[config.mk]
export PLATFORM = sky130hd
export DESIGN_NAME = hs_serdes_tuning_regs
export DESIGN_NICKNAME = d
export VERILOG_FILES = /design/src/hs_serdes_tuning_regs.v
export VERILOG_INCLUDE_DIRS = /design/src
export SDC_FILE = /design/constraint.sdc
export NUM_CORES = 1
export LEC_CHECK = 0
export BUFFER_PORTS_ARGS = -buffer_cell sky130_fd_sc_hd__buf_2
export CAP_MARGIN = 0
export CORE_ASPECT_RATIO = 0.5
export CORE_UTILIZATION = 38
export DETAILED_ROUTE_END_ITERATION = 8
export PLACE_DENSITY_LB_ADDON = 0.12
export RECOVER_POWER = 100
export SLEW_MARGIN = 15
export SYNTH_ARGS = -nofsm -noshare
export SYNTH_HDL_FRONTEND = slang
export SYNTH_SLANG_ARGS = --single-unit
export TNS_END_PERCENT = 10
[constraint.sdc]
create_clock -name mclk -period 5.15 [get_ports mclk]
set_input_delay 0.2575 -clock mclk [delete_from_list [all_inputs] [get_ports mclk]]
set_output_delay 0.2575 -clock mclk [all_outputs]
set_load 0.05 [all_outputs]
[src/serdes_tuning_consts.vh]
`ifndef SERDES_TUNING_CONSTS_VH
`define SERDES_TUNING_CONSTS_VH

// Management addressing
`define MGMT_DEV_ADDR 5'h1e
`define RX_TUNING_OFFSET 16'h0004
`define POL_TAP_OFFSET 16'h0005
`define UNMAPPED_READ 16'h0000

// Reset values
`define RX_TUNING_RESET 16'h1500
`define POL_TAP_RESET 16'h2000

// Receiver tuning register fields
`define ADC_TRACK_BIT 15
`define EQ_SEL_MSB 14
`define EQ_SEL_LSB 12
`define EQ_SEL_OFF 3'h7
`define CDR_ORDER_MSB 11
`define CDR_ORDER_LSB 10
`define CDR_ORDER_RSVD 2'h3
`define CDR_VOTE_MSB 9
`define CDR_VOTE_LSB 8
`define HF_PEAK_OFF_BIT 6
`define SHORT_CDR_BIT 5
`define CRF_MSB 4
`define CRF_LSB 0
`define CRF_RSVD_LO 5'h07
`define CRF_RSVD_HI 5'h0f

// Polarity and tap register fields
`define RX_INV_BIT 15
`define TX_INV_BIT 14
`define RSVD13_BIT 13
`define POST1_MSB 12
`define POST1_LSB 8
`define PRE_MSB 7
`define PRE_LSB 4
`define POST2_MSB 3
`define POST2_LSB 0

// Management frame timing, in management clock bits
`define MGMT_PREAMBLE_BITS 6'h20
`define MGMT_HDR_LAST 5'h0c
`define MGMT_TA_LAST 5'h01
`define MGMT_DATA_LAST 5'h0f

// Frame opcodes
`define OP_ADDRESS 2'h0
`define OP_WRITE 2'h1
`define OP_READ_INC 2'h2
`define OP_READ 2'h3

`endif

[src/hs_serdes_tuning_regs.v]
// Notes on behaviour
// - Receiver tuning register at 0x0004, 16 bits, read/write, resets to 0x1500.
// - Bit 15 forces receive ADC into track mode; zero is normal.
// - Bits 14:12 pick precursor equalizer 1/9..13/9; 111 disables; reset 001.
// - Bits 11:10 pick CDR loop order; 01 at reset; 11 reserved.
// - Bits 9:8 pick CDR vote threshold 4, 8, 16 or 32; reset 01.
// - Bit 6 turns off high-frequency peaking for slow lines; reset zero.
// - Bit 5 enables short-channel CDR mode; resets to zero.
// - Bits 4:0 pick transmit cursor reduction; 00111..01111 reserved; reset zero.
// - Transmit swing code maps monotonically to 130..1400 mV amplitude.
// - Bit 15 of tap register complements received data; reset zero.
// - Bit 14 of tap register complements transmitted data; reset zero.
// - Tap register at 0x0005 resets to 0x2000; bit 13 read/write, resets one.
// - Bits 12:8 are post1 tap, sign-magnitude, 2.5% steps to 37.5%.
// - Bits 7:4 hold precursor tap weight, reset 0000.
// - Precursor tap is sign-magnitude, 2.5% steps up to 17.5%.
// - Bits 3:0 are post2 tap, sign-magnitude, 2.5% steps, reset zero.
`timescale 1ns/10ps
`include "serdes_tuning_consts.vh"
`default_nettype none

module hs_serdes_tuning_regs #(
	parameter [4:0] PORT_ADDR = 5'h00,
	parameter DATA_W = 20
) (
	input wire mclk,
	input wire arst_n,
	input wire mdc,
	input wire mdio_in,
	output reg mdio_out,
	output reg mdio_oe,
	input wire [3:0] tx_swing_level,
	input wire [DATA_W-1:0] rx_line_data,
	input wire [DATA_W-1:0] tx_data,
	output reg [DATA_W-1:0] rx_data,
	output reg [DATA_W-1:0] tx_line_pos,
	output reg [DATA_W-1:0] tx_line_neg,
	output wire adc_track_force,
	output wire [2:0] rx_precursor_eq_sel,
	output reg rx_eq_off,
	output wire [1:0] cdr_loop_order_sel,
	output reg cdr_order_rsvd,
	output wire [1:0] cdr_vote_threshold,
	output reg [5:0] cdr_vote_count,
	output wire hf_peaking_off,
	output wire short_channel_cdr,
	output wire [4:0] tx_cursor_reduction,
	output reg crf_rsvd,
	output reg [10:0] tx_swing_mv,
	output wire rx_pair_invert,
	output wire tx_pair_invert,
	output wire [4:0] tx_post1_tap,
	output wire [3:0] tx_pre_tap,
	output wire [3:0] tx_post2_tap,
	output reg signed [4:0] post1_steps,
	output reg signed [3:0] pre_steps,
	output reg signed [3:0] post2_steps
);

	localparam [1:0] ST_PRE = 2'h0;
	localparam [1:0] ST_HDR = 2'h1;
	localparam [1:0] ST_TA = 2'h2;
	localparam [1:0] ST_DAT = 2'h3;

	// Amplitude in mV for each swing code, rising with the code
	function [10:0] swing_mv;
		input [3:0] code;
		begin
			case (code)
				4'h0: swing_mv = 11'd130;
				4'h1: swing_mv = 11'd220;
				4'h2: swing_mv = 11'd300;
				4'h3: swing_mv = 11'd390;
				4'h4: swing_mv = 11'd480;
				4'h5: swing_mv = 11'd570;
				4'h6: swing_mv = 11'd660;
				4'h7: swing_mv = 11'd750;
				4'h8: swing_mv = 11'd830;
				4'h9: swing_mv = 11'd930;
				4'ha: swing_mv = 11'd1020;
				4'hb: swing_mv = 11'd1110;
				4'hc: swing_mv = 11'd1180;
				4'hd: swing_mv = 11'd1270;
				4'he: swing_mv = 11'd1340;
				default: swing_mv = 11'd1400;
			endcase
		end
	endfunction

	// Sign-magnitude tap code to signed count of 2.5% steps, 4-bit form
	function signed [3:0] sm4_to_tc;
		input [3:0] code;
		begin
			if (code[3]) begin
				sm4_to_tc = -$signed({1'b0, code[2:0]});
			end else begin
				sm4_to_tc = $signed({1'b0, code[2:0]});
			end
		end
	endfunction

	// Sign-magnitude tap code to signed count of 2.5% steps, 5-bit form
	function signed [4:0] sm5_to_tc;
		input [4:0] code;
		begin
			if (code[4]) begin
				sm5_to_tc = -$signed({1'b0, code[3:0]});
			end else begin
				sm5_to_tc = $signed({1'b0, code[3:0]});
			end
		end
	endfunction

	// One-hot register select: bit 0 receiver tuning, bit 1 polarity and tap
	function [1:0] reg_hit;
		input [15:0] addr;
		begin
			reg_hit = {(addr == `POL_TAP_OFFSET), (addr == `RX_TUNING_OFFSET)};
		end
	endfunction

	// Register read decode by management address
	function [15:0] read_mux;
		input [15:0] addr;
		input [15:0] rx_tuning;
		input [15:0] pol_tap;
		begin
			case (addr)
				`RX_TUNING_OFFSET: read_mux = rx_tuning;
				`POL_TAP_OFFSET: read_mux = pol_tap;
				default: read_mux = `UNMAPPED_READ;
			endcase
		end
	endfunction

	reg mdc_s1_reg;
	reg mdc_s2_reg;
	reg mdc_d_reg;
	reg mdio_s1_reg;
	reg mdio_s2_reg;
	reg [1:0] state_reg;
	reg [5:0] pre_cnt_reg;
	reg [4:0] bit_cnt_reg;
	reg [12:0] hdr_reg;
	reg [15:0] shift_reg;
	reg [15:0] addr_reg;
	reg [1:0] op_reg;
	reg match_reg;
	reg [15:0] hs_rx_tuning_ctrl_reg;
	reg [15:0] hs_polarity_tap_ctrl_reg;
	wire mdc_rise;
	wire bit_in;
	wire [12:0] hdr_next;
	wire hdr_match;
	wire [15:0] data_next;
	wire [1:0] addr_hit;

	// Two-stage synchronisers for the management pins
	// Data resets high so the idle pull-up level shows no false start bit
	always @(posedge mclk or negedge arst_n) begin
		if (!arst_n) begin
			mdc_s1_reg <= 1'b0;
			mdc_s2_reg <= 1'b0;
			mdc_d_reg <= 1'b0;
			mdio_s1_reg <= 1'b1;
			mdio_s2_reg <= 1'b1;
		end else begin
			mdc_s1_reg <= mdc;
			mdc_s2_reg <= mdc_s1_reg;
			mdc_d_reg <= mdc_s2_reg;
			mdio_s1_reg <= mdio_in;
			mdio_s2_reg <= mdio_s1_reg;
		end
	end

	// Bits are taken on the rising management clock edge
	// The mdc period must span several mclk periods, or edges are lost
	assign mdc_rise = mdc_s2_reg & ~mdc_d_reg;
	assign bit_in = mdio_s2_reg;
	assign hdr_next = {hdr_reg[11:0], bit_in};
	assign data_next = {shift_reg[14:0], bit_in};
	// Header: second start bit, opcode, port, device
	assign hdr_match = (hdr_next[12] == 1'b0) && (hdr_next[9:5] == PORT_ADDR) &&
		(hdr_next[4:0] == `MGMT_DEV_ADDR);
	// Pointer decode for the write strobe
	assign addr_hit = reg_hit(addr_reg);

	// Frame sequencer, address pointer and register writes
	always @(posedge mclk or negedge arst_n) begin
		if (!arst_n) begin
			state_reg <= ST_PRE;
			pre_cnt_reg <= 6'h00;
			bit_cnt_reg <= 5'h00;
			hdr_reg <= 13'h0000;
			shift_reg <= 16'h0000;
			addr_reg <= 16'h0000;
			op_reg <= `OP_ADDRESS;
			match_reg <= 1'b0;
			mdio_out <= 1'b0;
			mdio_oe <= 1'b0;
			hs_rx_tuning_ctrl_reg <= `RX_TUNING_RESET;
			hs_polarity_tap_ctrl_reg <= `POL_TAP_RESET;
		end else if (mdc_rise) begin
			case (state_reg)
				ST_PRE: begin
					mdio_oe <= 1'b0;
					if (bit_in) begin
						// Saturate so a longer preamble is still accepted
						if (pre_cnt_reg != `MGMT_PREAMBLE_BITS) begin
							pre_cnt_reg <= pre_cnt_reg + 6'h01;
						end
					end else if (pre_cnt_reg == `MGMT_PREAMBLE_BITS) begin
						// First start bit ends the preamble
						state_reg <= ST_HDR;
						bit_cnt_reg <= 5'h00;
					end else begin
						pre_cnt_reg <= 6'h00;
					end
				end
				ST_HDR: begin
					// Header bits shift in; the last one settles opcode, port and device
					hdr_reg <= hdr_next;
					bit_cnt_reg <= bit_cnt_reg + 5'h01;
					if (bit_cnt_reg == `MGMT_HDR_LAST) begin
						op_reg <= hdr_next[11:10];
						match_reg <= hdr_match;
						state_reg <= ST_TA;
						bit_cnt_reg <= 5'h00;
						// Capture read data before turnaround so it holds for the data phase
						shift_reg <= read_mux(addr_reg, hs_rx_tuning_ctrl_reg,
							hs_polarity_tap_ctrl_reg);
					end
				end
				ST_TA: begin
					bit_cnt_reg <= bit_cnt_reg + 5'h01;
					if (bit_cnt_reg == 5'h00) begin
						// Drive the low turnaround bit on reads
						mdio_oe <= match_reg & op_reg[1];
						mdio_out <= 1'b0;
					end
					if (bit_cnt_reg == `MGMT_TA_LAST) begin
						state_reg <= ST_DAT;
						bit_cnt_reg <= 5'h00;
						mdio_out <= shift_reg[15];
					end
				end
				ST_DAT: begin
					bit_cnt_reg <= bit_cnt_reg + 5'h01;
					// Reads shift out one bit per rise; writes shift in
					if (op_reg[1]) begin
						shift_reg <= {shift_reg[14:0], 1'b0};
						mdio_out <= shift_reg[14];
					end else begin
						shift_reg <= data_next;
					end
					if (bit_cnt_reg == `MGMT_DATA_LAST) begin
						state_reg <= ST_PRE;
						pre_cnt_reg <= 6'h00;
						// Release the line at the last rise so the host may start anew
						mdio_oe <= 1'b0;
						if (match_reg) begin
							case (op_reg)
								`OP_ADDRESS: addr_reg <= data_next;
								`OP_WRITE: begin
									// Whole register updates at once
									if (addr_hit[0]) begin
										hs_rx_tuning_ctrl_reg <= data_next;
									end
									if (addr_hit[1]) begin
										hs_polarity_tap_ctrl_reg <= data_next;
									end
								end
								`OP_READ_INC: addr_reg <= addr_reg + 16'h0001;
								default: addr_reg <= addr_reg;
							endcase
						end
					end
				end
				default: state_reg <= ST_PRE;
			endcase
		end
	end

	// Field slices of the receiver tuning register
	assign adc_track_force = hs_rx_tuning_ctrl_reg[`ADC_TRACK_BIT];
	assign rx_precursor_eq_sel = hs_rx_tuning_ctrl_reg[`EQ_SEL_MSB:`EQ_SEL_LSB];
	assign cdr_loop_order_sel = hs_rx_tuning_ctrl_reg[`CDR_ORDER_MSB:`CDR_ORDER_LSB];
	assign cdr_vote_threshold = hs_rx_tuning_ctrl_reg[`CDR_VOTE_MSB:`CDR_VOTE_LSB];
	assign hf_peaking_off = hs_rx_tuning_ctrl_reg[`HF_PEAK_OFF_BIT];
	assign short_channel_cdr = hs_rx_tuning_ctrl_reg[`SHORT_CDR_BIT];
	assign tx_cursor_reduction = hs_rx_tuning_ctrl_reg[`CRF_MSB:`CRF_LSB];

	// Field slices of the polarity and tap register
	assign rx_pair_invert = hs_polarity_tap_ctrl_reg[`RX_INV_BIT];
	assign tx_pair_invert = hs_polarity_tap_ctrl_reg[`TX_INV_BIT];
	assign tx_post1_tap = hs_polarity_tap_ctrl_reg[`POST1_MSB:`POST1_LSB];
	assign tx_pre_tap = hs_polarity_tap_ctrl_reg[`PRE_MSB:`PRE_LSB];
	assign tx_post2_tap = hs_polarity_tap_ctrl_reg[`POST2_MSB:`POST2_LSB];

	// Decoded settings, one clock behind the registers and the swing code input
	// Registering them keeps the table lookups off the register outputs
	always @(posedge mclk or negedge arst_n) begin
		if (!arst_n) begin
			rx_eq_off <= 1'b0;
			cdr_order_rsvd <= 1'b0;
			cdr_vote_count <= 6'h00;
			crf_rsvd <= 1'b0;
			tx_swing_mv <= 11'h000;
			post1_steps <= 5'sh00;
			pre_steps <= 4'sh0;
			post2_steps <= 4'sh0;
		end else begin
			rx_eq_off <= (rx_precursor_eq_sel == `EQ_SEL_OFF);
			cdr_order_rsvd <= (cdr_loop_order_sel == `CDR_ORDER_RSVD);
			cdr_vote_count <= 6'h04 << cdr_vote_threshold;
			crf_rsvd <= (tx_cursor_reduction >= `CRF_RSVD_LO) &&
				(tx_cursor_reduction <= `CRF_RSVD_HI);
			tx_swing_mv <= swing_mv(tx_swing_level);
			post1_steps <= sm5_to_tc(tx_post1_tap);
			pre_steps <= sm4_to_tc(tx_pre_tap);
			post2_steps <= sm4_to_tc(tx_post2_tap);
		end
	end

	// Lane polarity swap on the receive and transmit paths
	// A swap is a plain inversion of every lane bit
	always @(posedge mclk or negedge arst_n) begin
		if (!arst_n) begin
			rx_data <= {DATA_W{1'b0}};
			tx_line_pos <= {DATA_W{1'b0}};
			tx_line_neg <= {DATA_W{1'b1}};
		end else begin
			rx_data <= rx_line_data ^ {DATA_W{rx_pair_invert}};
			tx_line_pos <= tx_data ^ {DATA_W{tx_pair_invert}};
			tx_line_neg <= ~(tx_data ^ {DATA_W{tx_pair_invert}});
		end
	end

endmodule // hs_serdes_tuning_regs

`default_nettype wire

Yosys cells after proc, flatten, opt, wreduce, memory -nomap -nowiden --
Memories as Yosys holds them, arrays and structs flattened. A register that Yosys moved wholly into a read port is not among the register bits. Cells that the tools add are included.
Cells by class: bitwise gates (word level) 7, muxes and demuxes 31, shift operators 1, reductions and logical operators 24, order comparisons 2, equal/unequal tests 25, add/subtract/negate cells 6
Operator list (number):
- 16-bit case mux with 2 select lines | 3
- 20-bit bitwise XOR | 2
- 16-bit by 3-bit == test with 1-bit output (second input constant) | 2
- 5-bit two-way mux | 5
- 6-bit two-way mux | 4
- 20-bit inverter | 1
- 5-bit case mux with 4 select lines | 1
- 6-bit AND reduction | 3
- 16-bit by 1-bit adder with 16-bit output (second input constant) | 1
- 16-bit two-way mux | 1
- 2-bit != test (second input constant) | 7
- 6-bit case mux with 2 select lines | 1
- 5-bit by 4-bit == test with 1-bit output (second input constant) | 2
- 5-bit zero test | 2
- 2-bit two-way mux | 5
- 5-bit AND reduction | 2
- 3-bit != test (second input constant) | 3
- 3-bit AND reduction | 3
- 2-bit == test (second input constant) | 4
- 4-bit two-way mux | 2
- 3-bit negation with 4-bit output | 2
- 2-bit case mux with 4 select lines | 1
- 4-bit AND reduction | 2
- 2-bit nonzero test | 4
- other kinds (22) | 33
Word-level totals: register bits after elaboration 192, memories kept 1, input port bits 48, memory bits (read-only) 160, word-level logic and storage cells 125
Memories:
- (name not given) | depth 16, bits a word 10, rd ports 1, clocked after memory_dff 1, wr ports 0, line hs_serdes_tuning_regs.v:69 | case (code)

Depth between registers and ports, before layout --
Gate-level depths: netlist of the first run.
depth after elaboration 4, mapped depth 9, depth with buffers taken out 7

Worst setup path after synthesis of the first run --
No wires, ideal clock.
path kind reg2reg, start reg addr_reg[7], end reg hs_polarity_tap_ctrl_reg[0], path buffers 2, data required time 5025 ps, period minus slack after synthesis 2150 ps, cell stages (with the launch flop) 7, setup slack 3000 ps, data arrival time 2025 ps, cells stage by stage dfrtp_1 -> or4_4 -> nor4_4 -> and3_1 -> buf_6 -> buf_12 -> mux2_4
Between the ends: longest elaborated chain between the ends 2
Ends and longest elaborated chain:
- from (decl) | line hs_serdes_tuning_regs.v:146 | reg [15:0] addr_reg;
- from (signal assigned) | line hs_serdes_tuning_regs.v:263 | `OP_ADDRESS: addr_reg <= data_next;
- from (signal assigned) | line hs_serdes_tuning_regs.v:273 | `OP_READ_INC: addr_reg <= addr_reg + 16'h0001;
- from (signal assigned) | line hs_serdes_tuning_regs.v:274 | default: addr_reg <= addr_reg;
- 16-bit by 3-bit == test with 1-bit output
- 6-bit AND reduction (no source line)
- to (signal assigned) | line hs_serdes_tuning_regs.v:202 | hs_polarity_tap_ctrl_reg <= `POL_TAP_RESET;
- to (signal assigned) | line hs_serdes_tuning_regs.v:270 | hs_polarity_tap_ctrl_reg <= data_next;
- to (decl) | line hs_serdes_tuning_regs.v:150 | reg [15:0] hs_polarity_tap_ctrl_reg;
Every way passes these cells. A chain may end at the register's enable or synchronous reset.

==> flow_summary.ini, run 1 <==
[layout]
synthToLayoutAreaGrowth_pct = 19.2
reg.largest.list = rx_data: 20 flops, tx_line_neg: 20 flops, tx_line_pos: 20 flops
nets = 973
postLayoutCellArea_um2 = 10300
diodes = 0
drive_gt1_frac = 0.162

[synth]
synth_cell_type_count = 67
syn_inst = 724
synthArstFlopShare = 1.00
ys_seq_area_frac = 0.549
post-synth-top-count-cell = dfrtp_1
synth_seq_cells = 189
avgSynthCellArea_um2 = 12.0
synth.top_cell.area_share = 0.471
synth_area_um2 = 8670
yosysTopAreaCell = dfrtp_1
synth-edff-count = 0
ys_top_cells_by_count = dfrtp_1, inv_1, xor2_1
synth_area_leaders = dfrtp_1, dfstp_2, xor2_1, mux2_2, ha_1
synth-main-ff-cell = dfrtp_1
synth_warnings = 0

[sta]
slew_headroom = -0.670
setup_tns_ns = 0
hold_violations = 0
layout_min_cycle_time_ns = 3.20
setup_violations = 0
drv_slew = 120
worst_pin_slew_ns = 2.50
fin_crit_sh = 0.622
rsz0062_at_grt = no
max_freq_mhz = 312
fin_skew_ns = 0.0134

[job]
maxCapViolCount = 2

[floorplanning]
die_y_um = 109
coreArea_um2 = 22000
num_rows = 38
dieArea_um2 = 23500
fp.dieW_um = 216
start_util = 0.394
pin_count = 173

[hold_path]
whs_path_depth = 2
hold_path.class = input port to flip-flop

[worst_setup_path]
cp.required_ns = 5.56
start_kind = input port
cp_max_fo = 97
critPathArrivalTime_ns = 3.62
crit_type = input port to asynchronous set/reset pin
crit_path_end_kind = asynchronous set/reset pin
ff2ff_path_depth = 4

[clock_tree]
clkSlewWorstSetupHoldPaths_ns = 0.07
htree_levels = 4
post_cts_buffers = 0
post_cts_resize_count = 0
cts_buffers = 17
clockBufferDepth = 2
cts_tree = built
clockRootBuffer = clkbuf_16
clk_latency_ns = 0.44
clock-sinks = 189
holdBufCountCts = 42

[routing]
post_drt_wl_per_cell_um = 16.3
routed_via_density = 4.88
ant_nets = 0
via_count = 5919
firstDrtPassIters = 6
remaining_drc_errors = 0
wl_mm = 19.8
drt_iter0_markers = 303

[placed_design]
gp_congestion = 0.841
post_dp_cell_area_um2 = 9560
dpl.hpwl_mm = 13.4
port_buffers = 169

[global_route]
grt_overflow = 0
grt_pass1_wl_mm = 32.1
grt_use_total = 0.177
antenna_found_initial = 0
grt_max_degree = 98
first_global_vias = 5803

[power]
ir_worst_vdd_uv = 155
power_leakage_nw = 4.66
p_total_w = 0.00322
power.density_nw_per_um2 = 312

[status]
violations = capacitance limit, slew limit
status = complete, but fails checks
[cell usage in the layout, fill, tap and decap left out, types with 6 or more instances in the layout]
| cell | n |
|---|---|
| nand2_1 | 34 |
| inv_1 | 43 |
| and2_1 | 18 |
| clkbuf_16 | 17 |
| o22ai_1 | 6 |
| xor2_1 | 40 |
| mux2_2 | 31 |
| nand2b_1 | 12 |
| o31ai_1 | 10 |
| a22oi_1 | 17 |
| nor3_1 | 6 |
| nor2b_1 | 8 |
| dlygate4sd3_1 | 42 |
| dfrtp_1 | 163 |
| ha_1 | 24 |
| a21oi_1 | 19 |
| mux2_1 | 19 |
| buf_2 | 45 |
| clkbuf_1 | 129 |
| o21ai_0 | 35 |
| nor2_1 | 23 |
| dfstp_2 | 23 |
| mux2i_1 | 21 |
| nand3_1 | 13 |
[power breakdown]
group          internal, W  total, W  switching, W  leakage (nW)
logic            0.0000745  0.000284      0.000210          1.94
clock network     0.000799   0.00138      0.000583         0.297
registers          0.00153   0.00155     0.0000231          2.42
[cells by family after synthesis]
logic type,Yosys count,synth area share
flops,189,0.549
simple gates,162,0.110
compound gates,126,0.0967
buf+inv,106,0.0655
mux,72,0.0992
xor+xnor,44,0.0445
fa+ha+maj,24,0.0346
other cells,1,0.000433
[path summary, 6_finish.rpt]
check	startpoint	endpoint	slack, ns
max in group mclk	addr_reg[7]$_DFFE_PN0P_	hs_polarity_tap_ctrl_reg[7]$_DFFE_PN0P_	2.39
worst min-delay path	tx_data[17]	tx_line_pos[17]$_DFF_PN0_	0.02
worst min register to register	mdio_s1_reg$_DFF_PN1_	bit_in$_DFF_PN1_	0.36
worst max-delay path	arst_n	tx_line_pos[3]$_DFF_PN0_	1.95
worst max register to register	addr_reg[7]$_DFFE_PN0P_	hs_polarity_tap_ctrl_reg[7]$_DFFE_PN0P_	2.39
min in group asynchronous	arst_n	tx_swing_mv[10]$_DFF_PN0_	1.10
[area by class of cell]
class                      count  area (um2)
multi-input combinational    431        3260
timing repair buffer         219        1160
inverter                      43         161
clock inverter                10         153
clock buffer                  22         464
fill                        2090       11700
tap                          300         375
sequential                   189        4760
[per-layer routing]
layer,global-route usage,routed length (um),part of all wire
met5,0,0,0
met4,0.0669,255,0.013
met3,0.0346,754,0.038
met2,0.275,8930,0.45
met1,0.246,9850,0.50
[stage by stage]
step | instances | util | setup slack, ns | hold WS (ns)
5_1_grt | 1214 | 0.469 | 1.23 | 0.00780
3_3_place_gp | 1140 | 0.434 | 2.32 | 0.346
2_1_floorplan | 726 | - | 3.00 | -0.0381
4_1_cts | 1214 | 0.482 | 2.28 | 0.00152
3_5_place_dp | 1140 | 0.434 | 2.30 | 0.347
6_report | 1214 | 0.469 | 1.95 | 0.0216
[critical path, cell delays in order]
cell and delay (ns):
dlygate4sd3_1 0.53, clkbuf_2 1.72, clkbuf_2 1.05
No activity file was read; power rests on OpenSTA's default activity.
==> run 2, diff against run 1 <==
ABC_AREA = 1   (was not set)
clock period = 2.84 ns   (was 5.15 ns; I/O delays follow)
==> flow_summary.ini, run 2 <==
[routing]
drt_iter0_markers = 494
post_drt_wl_per_cell_um = 14.5
ant_nets = 0
firstDrtPassIters = 5
wl_mm = 21.3
wl_met1_mm = 10.3
wl_met2_mm = 9.77
routed_via_density = 4.70
via_count = 6899
highest_layer = met4
remaining_drc_errors = 0
met3_length_um = 901

[hold_path]
min_to = tx_swing_mv[10]$_DFF_PN0_
hold_path.class = input port to flip-flop
hold_start = tx_swing_level[2]
whs_path_depth = 3

[power]
power.density_nw_per_um2 = 543
ir_worst_vdd_uv = 318
power_leakage_nw = 5.02

[synth]
ys_top_cells_by_count = nand2_1, dfrtp_1, inv_1
synth_area_leaders = dfrtp_1, nand2_1, dfstp_2, inv_1, nand3_1
avgSynthCellArea_um2 = 8.96
post-synth-top-count-cell = nand2_1
ys_seq_area_frac = 0.548
synth.top_cell.area_share = 0.469
synth_cell_type_count = 40
synth_seq_cells = 189
yosysTopAreaCell = dfrtp_1
syn_inst = 970
synth_warnings = 0
synth_area_um2 = 8700
synthArstFlopShare = 1.00
synth-main-ff-cell = dfrtp_1
synth-edff-count = 0

[worst_setup_path]
ff2ff_path_depth = 8
r2r_end = mdio_out$_DFFE_PN0P_
cp.required_ns = 2.70
crit_type = flip-flop to primary output
crit_path_end_kind = primary output
critPathArrivalTime_ns = 2.45
rr_startpoint = state_reg[0]$_DFFE_PN0P_
start_kind = flip-flop
cp_max_fo = 21
r2r_slack_ns = 0.40

[sta]
fin_skew_ns = 0.00593
hold_violations = 0
rsz0062_at_grt = no
worst_pin_slew_ns = 1.90
fin_hold_ws_ns = 0.0674
drv_slew = 94
setup_violations = 0
layout_min_cycle_time_ns = 2.59
fin_crit_sh = 0.912
setup_tns_ns = 0
max_freq_mhz = 386
slew_headroom = -0.267

[clock_tree]
cts_buffers = 17
clk_latency_ns = 0.45
htree_levels = 4
clock-sinks = 189
cts_tree = built
clkSlewWorstSetupHoldPaths_ns = 0.07
post_cts_resize_count = 0
clockRootBuffer = clkbuf_16
clockBufferDepth = 2
post_cts_buffers = 0

[global_route]
grt_overflow = 0
first_global_vias = 6704
grt_use_total = 0.188
antenna_found_initial = 0
grt_pass1_wl_mm = 34.4
grt_max_degree = 73

[layout]
multi_input_area_um2 = 3030
drive_gt1_frac = 0.0976
most-common-layout-cells = nand2_1, dfrtp_1, inv_1, clkbuf_1, nand3_1
ff_latch_area_um2 = 4760
reg.largest.list = rx_data: 20 flops, tx_line_neg: 20 flops, tx_line_pos: 20 flops
synthToLayoutAreaGrowth_pct = 20.6
nets = 1227
diodes = 0
final_common_cell = nand2_1
n_fill_cell = 2205

[floorplanning]
coreArea_um2 = 22100
start_util = 0.394
num_rows = 38
dieArea_um2 = 23500
pin_count = 173
die_y_um = 109
fp.dieW_um = 216

[job]
maxCapViolCount = 2

[placed_design]
gp_congestion = 0.853
port_buffers = 169
dpl.hpwl_mm = 14.7

[status]
violations = capacitance limit, slew limit
status = complete, but fails checks
-- run 2: cell types whose count changed in the layout (fill, tap and decap cells not counted), sizes merged, moves of 12 or more --
cell	change
nand2	+162
xnor2	+16
a21oi	+14
nand3	+79
nor2	+38
xor2	-13
and2	-18
mux2	-51
nand2b	-12
mux2i	-21
inv	+98
o21ai	+56
a22oi	-16
-- run 2: what timing repair did --
action	CTS	global route
setup endpoints to repair	0	0
endpoints found under the hold margin	127	0
hold buffers	44	0
-- run 2: worst max-delay path by stage --
stage | end | slack (ns) | startpoint
detailed placement | addr_reg[4]$_DFFE_PN0P_ | 0.43 | bit_cnt_reg[0]$_DFFE_PN0P_
global placement | addr_reg[11]$_DFFE_PN0P_ | 0.51 | bit_cnt_reg[0]$_DFFE_PN0P_
CTS | addr_reg[4]$_DFFE_PN0P_ | 0.42 | bit_cnt_reg[0]$_DFFE_PN0P_
floorplan | addr_reg[0]$_DFFE_PN0P_ | 1.14 | bit_cnt_reg[0]$_DFFE_PN0P_
finish | tx_pair_invert | 0.25 | hs_polarity_tap_ctrl_reg[14]$_DFFE_PN0P_
global route | bit_cnt_reg[4]$_DFFE_PN0P_ | 0.06 | arst_n
-- run 2: stage by stage --
stage / power (W) / cell area [um2] / setup WS, ns / utilization / cells
after floorplan: 0.00315 / 8700 / 1.14 / - / 972
after global placement: 0.00332 / 9660 / 0.513 / 0.438 / 1392
after detailed placement: 0.00333 / 9660 / 0.435 / 0.438 / 1392
after CTS: 0.00579 / 10700 / 0.423 / 0.484 / 1468
after global routing: 0.00593 / 10500 / 0.0643 / 0.475 / 1468
final: 0.00569 / 10500 / 0.250 / 0.475 / 1468
-- run 2: cells by family (layout without fill, tap and decap cells) --
group,after synthesis,in the layout,synth area share
adders and majority gates,24,24,0.0345
xor gates and xnor gates,47,47,0.0473
AOI/OAI and AO/OA,140,140,0.0847
other,1,3,0.000431
DFF,189,189,0.548
buffers and inverters,200,396,0.103
and+or+nand+nor,369,369,0.182
-- run 2: where the power goes --
part	total (W)	internal [W]	leakage, nW	switching, W
Sequential	0.00279	0.00277	2.42	0.0000244
Clock	0.00239	0.00125	0.286	0.00114
Combinational	0.000510	0.000129	2.31	0.000381
-- run 2: area by class of cell --
| class | instances | share of cell area |
|---|---|---|
| multi-input combinational | 583 | 0.289 |
| sequential | 189 | 0.454 |
| tap | 300 | 0.0358 |
| inverter | 139 | 0.0498 |
| clock buffer | 18 | 0.0409 |
| timing repair buffer | 225 | 0.116 |
| clock inverter | 14 | 0.0149 |
-- run 2: worst max-delay path, stage by stage, from the launching register on --
cell	delay [ns]
dfrtp_1	0.39
clkbuf_1	1.14
clkbuf_2	0.46
-- run 2: per-layer routing --
| metal | GRT usage | vias to the layer above |
|---|---|---|
| met4 | 0.0689 | 0 |
| met1 | 0.248 | 3316 |
| met5 | 0 | - |
| li1 | - | 3400 |
| met2 | 0.306 | 161 |
| met3 | 0.0418 | 22 |
